File: src/pcd_defines.svh
// Timing and level constants for the pulse-count LED dimmer
`ifndef PCD_DEFINES_SVH
`define PCD_DEFINES_SVH

// ----------------------------------------------------------------------
// Clock
// ----------------------------------------------------------------------
`define PCD_CLK_PERIOD_NS      40
`define PCD_NS_PER_US          1000

// ----------------------------------------------------------------------
// Enable line timing, times in microseconds
// ----------------------------------------------------------------------
`define PCD_DIM_LOW_MIN_US     100
`define PCD_DIM_LOW_MAX_US     300
`define PCD_DIM_HIGH_MIN_US    100
`define PCD_SHDN_DELAY_US      1000

// Least times round up, longest times round down
`define PCD_DIM_LOW_MIN_CYC  ((`PCD_DIM_LOW_MIN_US * `PCD_NS_PER_US + `PCD_CLK_PERIOD_NS - 1) / `PCD_CLK_PERIOD_NS)
`define PCD_DIM_LOW_MAX_CYC  ((`PCD_DIM_LOW_MAX_US * `PCD_NS_PER_US) / `PCD_CLK_PERIOD_NS)
`define PCD_DIM_HIGH_MIN_CYC ((`PCD_DIM_HIGH_MIN_US * `PCD_NS_PER_US + `PCD_CLK_PERIOD_NS - 1) / `PCD_CLK_PERIOD_NS)
`define PCD_SHDN_DELAY_CYC   ((`PCD_SHDN_DELAY_US * `PCD_NS_PER_US + `PCD_CLK_PERIOD_NS - 1) / `PCD_CLK_PERIOD_NS)

// ----------------------------------------------------------------------
// Widths and levels
// ----------------------------------------------------------------------
`define PCD_CNT_W              15
`define PCD_LEVEL_W            4
`define PCD_CHANNELS           5
`define PCD_LEVEL_FULL         4'hf
`define PCD_SYNC_RESET         1'b1

`endif

File: src/pcd_pkg.sv
// Types for the pulse-count LED dimmer
`default_nettype none
`include "pcd_defines.svh"

package pcd_pkg;

  // Brightness code: 15 is full, 0 is one sixteenth
  typedef logic [`PCD_LEVEL_W-1:0] pcd_level_t;

  // Low interval counter
  typedef logic [`PCD_CNT_W-1:0] pcd_count_t;

  // Channel enables
  typedef logic [`PCD_CHANNELS-1:0] pcd_chan_t;

  // Line state, Gray coded along on -> low -> off
  typedef enum logic [1:0]
  {
    PCD_ST_ON  = 2'b00,
    PCD_ST_LOW = 2'b01,
    PCD_ST_OFF = 2'b11
  } pcd_state_e;

endpackage

`default_nettype wire

File: src/pcd_enable_sync.sv
// Two-stage synchroniser for the enable pin
`timescale 1ns/1ps
`default_nettype none
`include "pcd_defines.svh"

module pcd_enable_sync
(
  input  wire logic clk,
  input  wire logic rst,
  input  wire logic pinIn,
  output var  logic syncOut
);

  logic meta_q;

  // ----------------------------------------------------------------------
  // Synchroniser chain
  // ----------------------------------------------------------------------

  // First stage feeds only the second stage
  always_ff @(posedge clk)
  begin
    if (rst)
    begin
      meta_q  <= `PCD_SYNC_RESET;
      syncOut <= `PCD_SYNC_RESET;
    end
    else
    begin
      meta_q  <= pinIn;
      syncOut <= meta_q;
    end
  end

endmodule

`default_nettype wire

File: src/pcd_dimmer.sv
// Pulse-count brightness decoder for a five-channel LED current sink
`timescale 1ns/1ps
`default_nettype none
`include "pcd_defines.svh"

// Behaviour
// - After reset all LED channels run at full brightness.
// - Brightness stays at full until the first valid dimming pulse.
// - Each valid pulse lowers brightness one step; fifteen reach one sixteenth.
// - A pulse at the lowest level wraps brightness back to full.
// - Valid pulse is a low interval between least and longest dimming low time.
// - Enable low for 1 ms shuts the device down instead of stepping.
module pcd_dimmer
#(
  parameter logic [`PCD_CNT_W-1:0] DIM_LOW_MAX_CYC = `PCD_CNT_W'(`PCD_DIM_LOW_MAX_CYC),
  parameter logic [`PCD_CNT_W-1:0] SHDN_DELAY_CYC  = `PCD_CNT_W'(`PCD_SHDN_DELAY_CYC)
)
(
  input  wire logic              clk,
  input  wire logic              rst,
  input  wire logic              dimEnable,
  output var  pcd_pkg::pcd_level_t dimLevel,
  output var  pcd_pkg::pcd_chan_t  ledChannel,
  output var  logic              deviceActive,
  output var  logic              dimStep
);

  import pcd_pkg::*;

  // ----------------------------------------------------------------------
  // Constants
  // ----------------------------------------------------------------------

  // Shortest low interval that counts as a dimming pulse
  localparam pcd_count_t LowMinCyc = `PCD_CNT_W'(`PCD_DIM_LOW_MIN_CYC);

  // Full brightness code
  localparam pcd_level_t LevelFull = `PCD_LEVEL_FULL;

  // ----------------------------------------------------------------------
  // Signals
  // ----------------------------------------------------------------------

  logic       enSync;
  logic       enPrev_q;
  logic       riseEdge;
  logic       validPulse;
  logic       shdnReached;
  pcd_count_t lowCnt_q;
  pcd_count_t lowCnt_d;
  pcd_state_e state_q;
  pcd_state_e state_d;
  pcd_level_t level_q;
  pcd_level_t level_d;
  logic       chanOn;

  // True when the line state means the device is shut down
  function automatic logic isShutDown(input pcd_state_e st);
    return (st == PCD_ST_OFF);
  endfunction

  // ----------------------------------------------------------------------
  // Enable pin synchronisation
  // ----------------------------------------------------------------------

  // Pin is asynchronous to the oscillator, so two flops come first
  pcd_enable_sync u_enable_sync
  (
    .clk     (clk),
    .rst     (rst),
    .pinIn   (dimEnable),
    .syncOut (enSync)
  );

  // Previous synchronised level for edge detection
  always_ff @(posedge clk)
  begin
    if (rst)
    begin
      enPrev_q <= `PCD_SYNC_RESET;
    end
    else
    begin
      enPrev_q <= enSync;
    end
  end

  // Rising edge marks the end of a low interval
  assign riseEdge = enSync & ~enPrev_q;

  // ----------------------------------------------------------------------
  // Low interval measurement
  // ----------------------------------------------------------------------

  // Counts synchronised low cycles, saturating at the shutdown delay
  always_comb
  begin
    lowCnt_d = lowCnt_q;
    if (enSync)
    begin
      lowCnt_d = '0;
    end
    else if (lowCnt_q != SHDN_DELAY_CYC)
    begin
      lowCnt_d = lowCnt_q + `PCD_CNT_W'(1);
    end
  end

  // Low counter register
  always_ff @(posedge clk)
  begin
    if (rst)
    begin
      lowCnt_q <= '0;
    end
    else
    begin
      lowCnt_q <= lowCnt_d;
    end
  end

  // Low interval long enough to shut the device down
  assign shdnReached = ~enSync && (lowCnt_d == SHDN_DELAY_CYC);

  // A pulse counts only if its low length lies inside the window
  assign validPulse = riseEdge && (state_q == PCD_ST_LOW)
                      && (lowCnt_q >= LowMinCyc)
                      && (lowCnt_q <= DIM_LOW_MAX_CYC);

  // ----------------------------------------------------------------------
  // Line state machine
  // ----------------------------------------------------------------------

  // Tracks running, measuring a low, and shut down
  always_comb
  begin
    state_d = state_q;
    case (state_q)
      PCD_ST_ON:
      begin
        if (!enSync)
        begin
          state_d = PCD_ST_LOW;
        end
      end
      PCD_ST_LOW:
      begin
        if (enSync)
        begin
          state_d = PCD_ST_ON;
        end
        else if (shdnReached)
        begin
          state_d = PCD_ST_OFF;
        end
      end
      PCD_ST_OFF:
      begin
        if (enSync)
        begin
          state_d = PCD_ST_ON;
        end
      end
      default:
      begin
        state_d = PCD_ST_ON;
      end
    endcase
  end

  // State register, running after reset
  always_ff @(posedge clk)
  begin
    if (rst)
    begin
      state_q <= PCD_ST_ON;
    end
    else
    begin
      state_q <= state_d;
    end
  end

  // ----------------------------------------------------------------------
  // Brightness level
  // ----------------------------------------------------------------------

  // Steps down per pulse, wraps from lowest to full, full on shutdown
  always_comb
  begin
    level_d = level_q;
    if (isShutDown(state_d))
    begin
      level_d = LevelFull;
    end
    else if (validPulse)
    begin
      level_d = level_q - `PCD_LEVEL_W'(1);
    end
  end

  // Level register, full after reset
  always_ff @(posedge clk)
  begin
    if (rst)
    begin
      level_q <= LevelFull;
    end
    else
    begin
      level_q <= level_d;
    end
  end

  // ----------------------------------------------------------------------
  // Outputs
  // ----------------------------------------------------------------------

  // Channels stay lit through dimming lows, dark only in shutdown
  assign chanOn = ~isShutDown(state_d);

  // One enable flop per channel
  generate
    for (genvar ch = 0; ch < `PCD_CHANNELS; ch++)
    begin : g_chan
      always_ff @(posedge clk)
      begin
        if (rst)
        begin
          ledChannel[ch] <= 1'b1;
        end
        else
        begin
          ledChannel[ch] <= chanOn;
        end
      end
    end
  endgenerate

  // Registered level, activity and step strobe
  always_ff @(posedge clk)
  begin
    if (rst)
    begin
      dimLevel     <= LevelFull;
      deviceActive <= 1'b1;
      dimStep      <= 1'b0;
    end
    else
    begin
      dimLevel     <= level_d;
      deviceActive <= chanOn;
      dimStep      <= validPulse;
    end
  end

endmodule

`default_nettype wire

File: config.mk
export PLATFORM = sky130hd
export DESIGN_NAME = pcd_dimmer
export DESIGN_NICKNAME = d
export VERILOG_FILES = /design/src/pcd_pkg.sv /design/src/pcd_enable_sync.sv /design/src/pcd_dimmer.sv
export VERILOG_INCLUDE_DIRS = /design/src /design/src/src
export SDC_FILE = /design/constraint.sdc
export NUM_CORES = 1
export LEC_CHECK = 0
export CORE_ASPECT_RATIO = 0.8
export CORE_UTILIZATION = 47
export DETAILED_ROUTE_END_ITERATION = 8
export DONT_BUFFER_PORTS = 1
export HOLD_SLACK_MARGIN = 0.08
export PLACE_DENSITY = 0.63
export SLEW_MARGIN = 20
export SYNTH_ARGS = -nofsm -noshare
export SYNTH_HDL_FRONTEND = slang
export SYNTH_SLANG_ARGS = --single-unit
File: constraint.sdc
create_clock -name clk -period 2.09 [get_ports clk]
set_clock_uncertainty 0.05 [all_clocks]
set_input_delay 0.3135 -clock clk [delete_from_list [all_inputs] [get_ports clk]]
set_output_delay 0.3135 -clock clk [all_outputs]
set_load 0.01 [all_outputs]
==> summary.txt, run 1 <==
# setup viols final -> 1
Hold path cells -> 1
CP Max Fanout -> 5
TritonCTS clock tree -> built
Unrepaired setup endpoints after global routing -> true
Synth Area in Simple Gates -> 0.3285
Setup bufs post-CTS -> 0
Die Ht -> 52.09 um
Initial antenna violation count -> 0
Hold wc startpoint -> dimEnable
R2R depth -> 6
Startpoint types -> flip-flop
Seq/Total Area, Yosys -> 0.3531
Synth Register Bits -> 26
WS Path Type -> reg -> reg
Clock-pin slew on the worst setup and hold paths -> 0.09 ns
Global-route wire length before repair -> 5.768 mm
Post-DP Area -> 0.001627 mm2
Fin crit period -> 2.105 ns
Initial core utilization -> 0.5133
Area Growth Syn to Fin -> 17.40%
CTS sink cnt -> 26
Slew Limit Fails -> 0
DR WL/cell -> 15.40 um
Max transition margin -> 0.5818
Net Count, Synth -> 182
HP Class -> in -> reg
Ys Warns -> 0
Vias in the first global route -> 1246
Post-layout power -> 0.0007938 W
Xor/xnor share of the synthesized area -> 0.09508
WHS -> 0.08871 ns
Drt first pass iters -> 4
Total Nets Final -> 197
Post-synth EDFFs -> 0
Detailed placement HPWL -> 2.523 mm
Register Area -> 546.8 um2
Avg Cell Area, Syn -> 8.375 um2
Yosys cell types -> 44
Post-route ant nets -> 0
Share of the synthesized area in the top cell type -> 0.3531
Main combinational cell family by area after synthesis -> simple AND/OR/NAND/NOR gates
PD cells -> 458.7 mW/mm2
Full die area -> 0.003365 mm2
Routed WL -> 3.496 mm
Num CTS Buffers -> 3
Worst-skew pair later-pin latency -> 0.27 ns
Layout cells sized above 1 -> 0.2910
Total gr overflow -> 0
Worst R2R Start -> lowCnt_q[4]
Drt drc -> 0
Htree depth -> 1
Multi-input gate area -> 862.1 um2
FF-to-FF setup slack -> -0.02 ns
Root buffer cell -> clkbuf_8
Largest net degree at the start of global routing -> 17
P_leak -> 0.5729 nW
Crit end category -> flip-flop
Critical Path AT -> 2.23 ns
Synth Instances -> 176
Failing checks -> setup timing
Core Box Area -> 0.002872 mm2
Post-synth ARST share -> 0
Buffer levels on the longest clock path -> 2
Boundary pin count -> 14
Final hold vios -> 0
Synth area leaders -> dfxtp_1, xnor2_1, nor2_1
GRT Resource Usage Total -> 0.2290
# port buffers -> 0
Total negative slack -> -0.01546 ns
Final Cycle Share -> 1.007
Primary FF master, synth -> dfxtp_1
VDD IR-drop max -> 0.2864 mV
Worst-Margin Slew -> 0.6265 ns
Post-synthesis adder-cell area fraction -> 0.02547
DR vias/cell -> 5.841
Status -> complete, but fails checks
Synth area leader -> dfxtp_1
DRT iter0 DRCs -> 107
Design area -> 0.001730 mm2
Multiplexer area fraction after synthesis -> 0.02037
Compound-Gate Fraction of Synth Area -> 0.08829
Synthesized area -> 0.001474 mm2
Diode count -> 0
Routability congestion estimate -> 0.9531
CP required -> 2.21 ns
Max Cap Viol -> 0
Via count -> 1326
Endpoint, Worst Hold -> u_enable_sync.meta_q
FP Rows -> 17
Horiz. Die Dim -> 64.61 um
FF-to-FF End -> deviceActive
Achievable clock frequency -> 0.4750 GHz
Final setup margin -> -0.01546 ns
Filler Cell Count -> 244
-- how the worst max path moves through the flow --
stage	start	to	slack, ns	cells past startpoint
finish	lowCnt_q[4]	deviceActive	-0.02	6
global route	lowCnt_q[4]	deviceActive	-0.07	6
CTS	lowCnt_q[5]	deviceActive	0.002	6
detailed placement	lowCnt_q[6]	deviceActive	-0.02	6
global placement	lowCnt_q[6]	deviceActive	0.02	6
floorplan	lowCnt_q[0]	deviceActive	0.004	7
-- synth_stat cells, types with 5 or more instances --
master,count
a21oi_1,7
buf_2,5
buf_4,6
dfxtp_1,26
inv_1,8
nand2_1,8
nand3_1,8
nand4_1,7
nor2_1,19
nor3_1,9
nor4_1,5
xnor2_1,10
xor2_1,6
-- per-layer routing --
metal / share of wire / global-route usage / vias up
met5: 0 / 0 / -
met2: 0.43 / 0.3561 / 60
li1: - / - / 641
met3: 0.087 / 0.05263 / 10
met1: 0.46 / 0.3115 / 615
met4: 0.023 / 0.07778 / 0
-- layout make-up --
class | count | area share
Tap cell | 38 | 0.02748
Timing Repair Buffer | 26 | 0.1142
Multi-Input combinational cell | 125 | 0.4982
Inverter | 9 | 0.02025
Clock buffer | 3 | 0.02386
Sequential cell | 26 | 0.3160
-- per-stage QoR --
step	worst slack, ns	utilization	std cells
2_1_floorplan	0.003868	-	176
5_1_grt	-0.06551	0.6026	227
3_5_place_dp	-0.02458	0.5664	223
6_report	-0.01546	0.6026	227
4_1_cts	0.002158	0.5891	227
3_3_place_gp	0.01887	0.5664	223
-- power by group --
part	switching, W	internal (W)	total, W
clock network	0.000153	0.000129	0.000283
logic	0.0000104	0.00000775	0.0000182
registers	0.00000241	0.000491	0.000493
-- worst max-delay path, stage by stage, from the launching register on --
cell and delay, ns:
dfxtp_4 0.37, or4_4 0.54, nor4_4 0.37, o21ai_2 0.12, a22oi_1 0.20, nand4b_1 0.17
a21o_1 0.18
-- logic make-up after synthesis --
logic type | Yosys count
adder cells (fa/ha/maj) | 3
multiplexers | 3
buffers and inverters | 25
XOR/XNOR | 16
flip-flops | 26
AND/OR/NAND/NOR | 82
AO/OA/AOI/OAI | 21
-- registers in the layout (all words and copies together), names as in the netlist --
name and count:
lowCnt_q 15, dimLevel 4, state_q 2, deviceActive 1, dimStep 1, enPrev_q 1
u_enable_sync.meta_q 1, u_enable_sync.syncOut 1
-- repair_timing --
item | CTS | global route
hold buffers | 1 | 0
endpoints found under the setup margin | 2 | 6
endpoints found under the hold margin | 4 | 0
resized for setup | 9 | 14
pin swaps | 0 | 7
-- placed cells by master, fill, tap and decap left out, types with 2 or more instances in the layout --
cell type / count
inv_1: 8
nor3_1: 8
nor2b_1: 2
ha_1: 2
xor2_1: 6
nor4_1: 5
or2_2: 3
and4_2: 2
dfxtp_4: 6
a21oi_1: 7
nand2_1: 8
nand3_1: 7
nand2b_1: 2
clkbuf_8: 3
nand4b_1: 4
xnor2_1: 10
buf_4: 25
dfxtp_1: 17
a31oi_1: 2
o21ai_0: 2
mux2i_1: 2
a211oi_1: 2
dfxtp_2: 3
nand4_1: 7
nor2_1: 19
nand3b_1: 2
Power figures use the tool's default switching activity.
==> run 2, diff against run 1 <==
--- a/config.mk
+++ b/config.mk
@@ -11,8 +11,10 @@
 export DETAILED_ROUTE_END_ITERATION = 8
 export DONT_BUFFER_PORTS = 1
 export HOLD_SLACK_MARGIN = 0.08
-export PLACE_DENSITY = 0.63
+export PLACE_DENSITY = 0.61
+export SKIP_CTS_REPAIR_TIMING = 1
 export SLEW_MARGIN = 20
 export SYNTH_ARGS = -nofsm -noshare
 export SYNTH_HDL_FRONTEND = slang
 export SYNTH_SLANG_ARGS = --single-unit
+export TNS_END_PERCENT = 10
==> constraint.sdc (replaced) <==
create_clock -name clk -period 2.3 [get_ports clk]
set_clock_uncertainty 0.05 [all_clocks]
set_input_delay 0.345 -clock clk [delete_from_list [all_inputs] [get_ports clk]]
set_output_delay 0.345 -clock clk [all_outputs]
set_load 0.01 [all_outputs]
==> run 2 against run 1 <==
  * The flow now finishes without violations
  * Routed wire length is 4.8% lower
  * Worst hold slack got worse by 0.0019 ns
  * Maximum frequency fell by 3.6%
  * First-iteration DRC count down 15%
  * Die area unchanged
  * Global-route usage down 0.65 points
  * Critical endpoint unchanged
  * Largest cell class unchanged
==> summary.txt, run 2 (synthesis results as in run 1) <==
TritonCTS clock tree -> built
Commonest non-fill, non-tap cell in the layout -> dfxtp_1
Critical Path AT -> 2.31 ns
DR vias/cell -> 5.839
WS Path Type -> reg -> reg
Via count -> 1267
Total negative slack -> 0 ns
Achievable clock frequency -> 0.4581 GHz
Buffer levels on the longest clock path -> 2
Net Switching -> 0.0001488 W
Met3 wire length -> 164 um
Multi-input gate area -> 822.0 um2
Htree depth -> 1
CP Max Fanout -> 4
Max transition margin -> 0.5873
Top sig layer -> met4
Post-route ant nets -> 0
Post-DP Area -> 0.001529 mm2
Total gr overflow -> 0
Initial core utilization -> 0.5133
Sw Ratio -> 0.1955
Clock power frac -> 0.384
Int Power -> 0.0006122 W
Full die area -> 0.003365 mm2
Seq pwr share -> 0.598
Num CTS Buffers -> 3
Clock-pin slew on the worst setup and hold paths -> 0.08 ns
Filler Cell Count -> 274
Register Area -> 526.8 um2
Slew Limit Fails -> 0
FP Rows -> 17
DRT iter0 DRCs -> 91
Layout cells sized above 1 -> 0.1844
Largest register by flop count -> lowCnt_q
Detailed placement HPWL -> 2.508 mm
WHS -> 0.08686 ns
VDD IR-drop max -> 0.3829 mV
Comb power frac -> 0.019
Fin crit period -> 2.183 ns
CP required -> 2.43 ns
Core Util, Final -> 0.5573
Root buffer cell -> clkbuf_8
Routability congestion estimate -> 0.9204
P_leak -> 0.5160 nW
Unrepaired setup endpoints after global routing -> false
DR WL/cell -> 15.33 um
Final Cycle Share -> 0.9491
Met1 WL -> 1.669 mm
Die Ht -> 52.09 um
Design area -> 0.001600 mm2
Startpoint types -> flip-flop
Drt drc -> 0
Routed WL -> 3.327 mm
Horiz. Die Dim -> 64.61 um
Area Growth Syn to Fin -> 8.573%
Largest net degree at the start of global routing -> 17
Global-route wire length before repair -> 5.492 mm
CTS sink cnt -> 26
Max Cap Viol -> 0
PD cells -> 475.5 mW/mm2
Vias in the first global route -> 1180
Worst-skew pair later-pin latency -> 0.27 ns
# port buffers -> 0
Core Box Area -> 0.002872 mm2
Worst-Margin Slew -> 0.6182 ns
Met2 wire length -> 1.429 mm
Most frequent cells in the layout -> dfxtp_1, nor2_1, buf_4
Crit end category -> flip-flop
Status -> finished, final reports clean
Largest regs -> lowCnt_q: 15 flops, dimLevel: 4 flops, state_q: 2 flops
Drt first pass iters -> 4
GRT Resource Usage Total -> 0.2226
HP Class -> in -> reg
Max reg flops -> 15
Initial antenna violation count -> 0
Total Nets Final -> 186
Diode count -> 0
Boundary pin count -> 14
Final hold vios -> 0
# setup viols final -> 0
==> run 2: layout make-up <==
cell class                      count  share of cell area
Tap cell                           38             0.02971
Inverter                            9             0.02111
Sequential cell                    26              0.3292
Clock buffer                        4             0.03440
Timing Repair Buffer               15             0.07193
Multi-Input combinational cell    125              0.5137
==> run 2: power groups by stage <==
| stage | combinational (W) | clock (W) | sequential, W |
|---|---|---|---|
| finish | 0.0000143 | 0.000292 | 0.000455 |
| global route | 0.0000158 | 0.000324 | 0.000455 |
| CTS | 0.0000125 | 0.000302 | 0.000455 |
| detailed placement | 0.0000125 | 0 | 0.000465 |
| global placement | 0.0000125 | 0 | 0.000465 |
| floorplan | 0.00000930 | 0 | 0.000465 |
==> run 2: critical path, cell delays in order, from the launching register on <==
cell	delay, ns
dfxtp_1	0.34
inv_1	0.11
ha_1	0.18
nand4b_1	0.16
nor4_4	0.41
mux2i_1	0.17
nor4_2	0.30
nand4b_1	0.16
a21o_1	0.20
==> run 2: per-layer routing <==
| layer | GRT usage | up-vias |
|---|---|---|
| met5 | 0 | - |
| li1 | - | 622 |
| met3 | 0.04825 | 6 |
| met4 | 0.1000 | 0 |
| met2 | 0.3368 | 40 |
| met1 | 0.3029 | 599 |
==> run 2: path summary, 6_finish.rpt <==
path,from,to,cells after the start,slack (ns)
worst min-delay path,rst,dimStep,1,0.09
worst min register to register,u_enable_sync.meta_q,u_enable_sync.syncOut,1,0.37
worst max-delay path,lowCnt_q[0],deviceActive,8,0.12
worst max register to register,lowCnt_q[0],deviceActive,8,0.12
==> run 2: metrics by stage <==
| step | instances | power (W) | setup WS [ns] |
|---|---|---|---|
| global placement | 212 | 0.0004778 | 0.1538 |
| finish | 217 | 0.0007609 | 0.1170 |
| floorplan | 176 | 0.0004744 | 0.06948 |
| detailed placement | 212 | 0.0004779 | 0.02580 |
| global route | 217 | 0.0007952 | 0.003348 |
| CTS | 216 | 0.0007695 | 0.007771 |
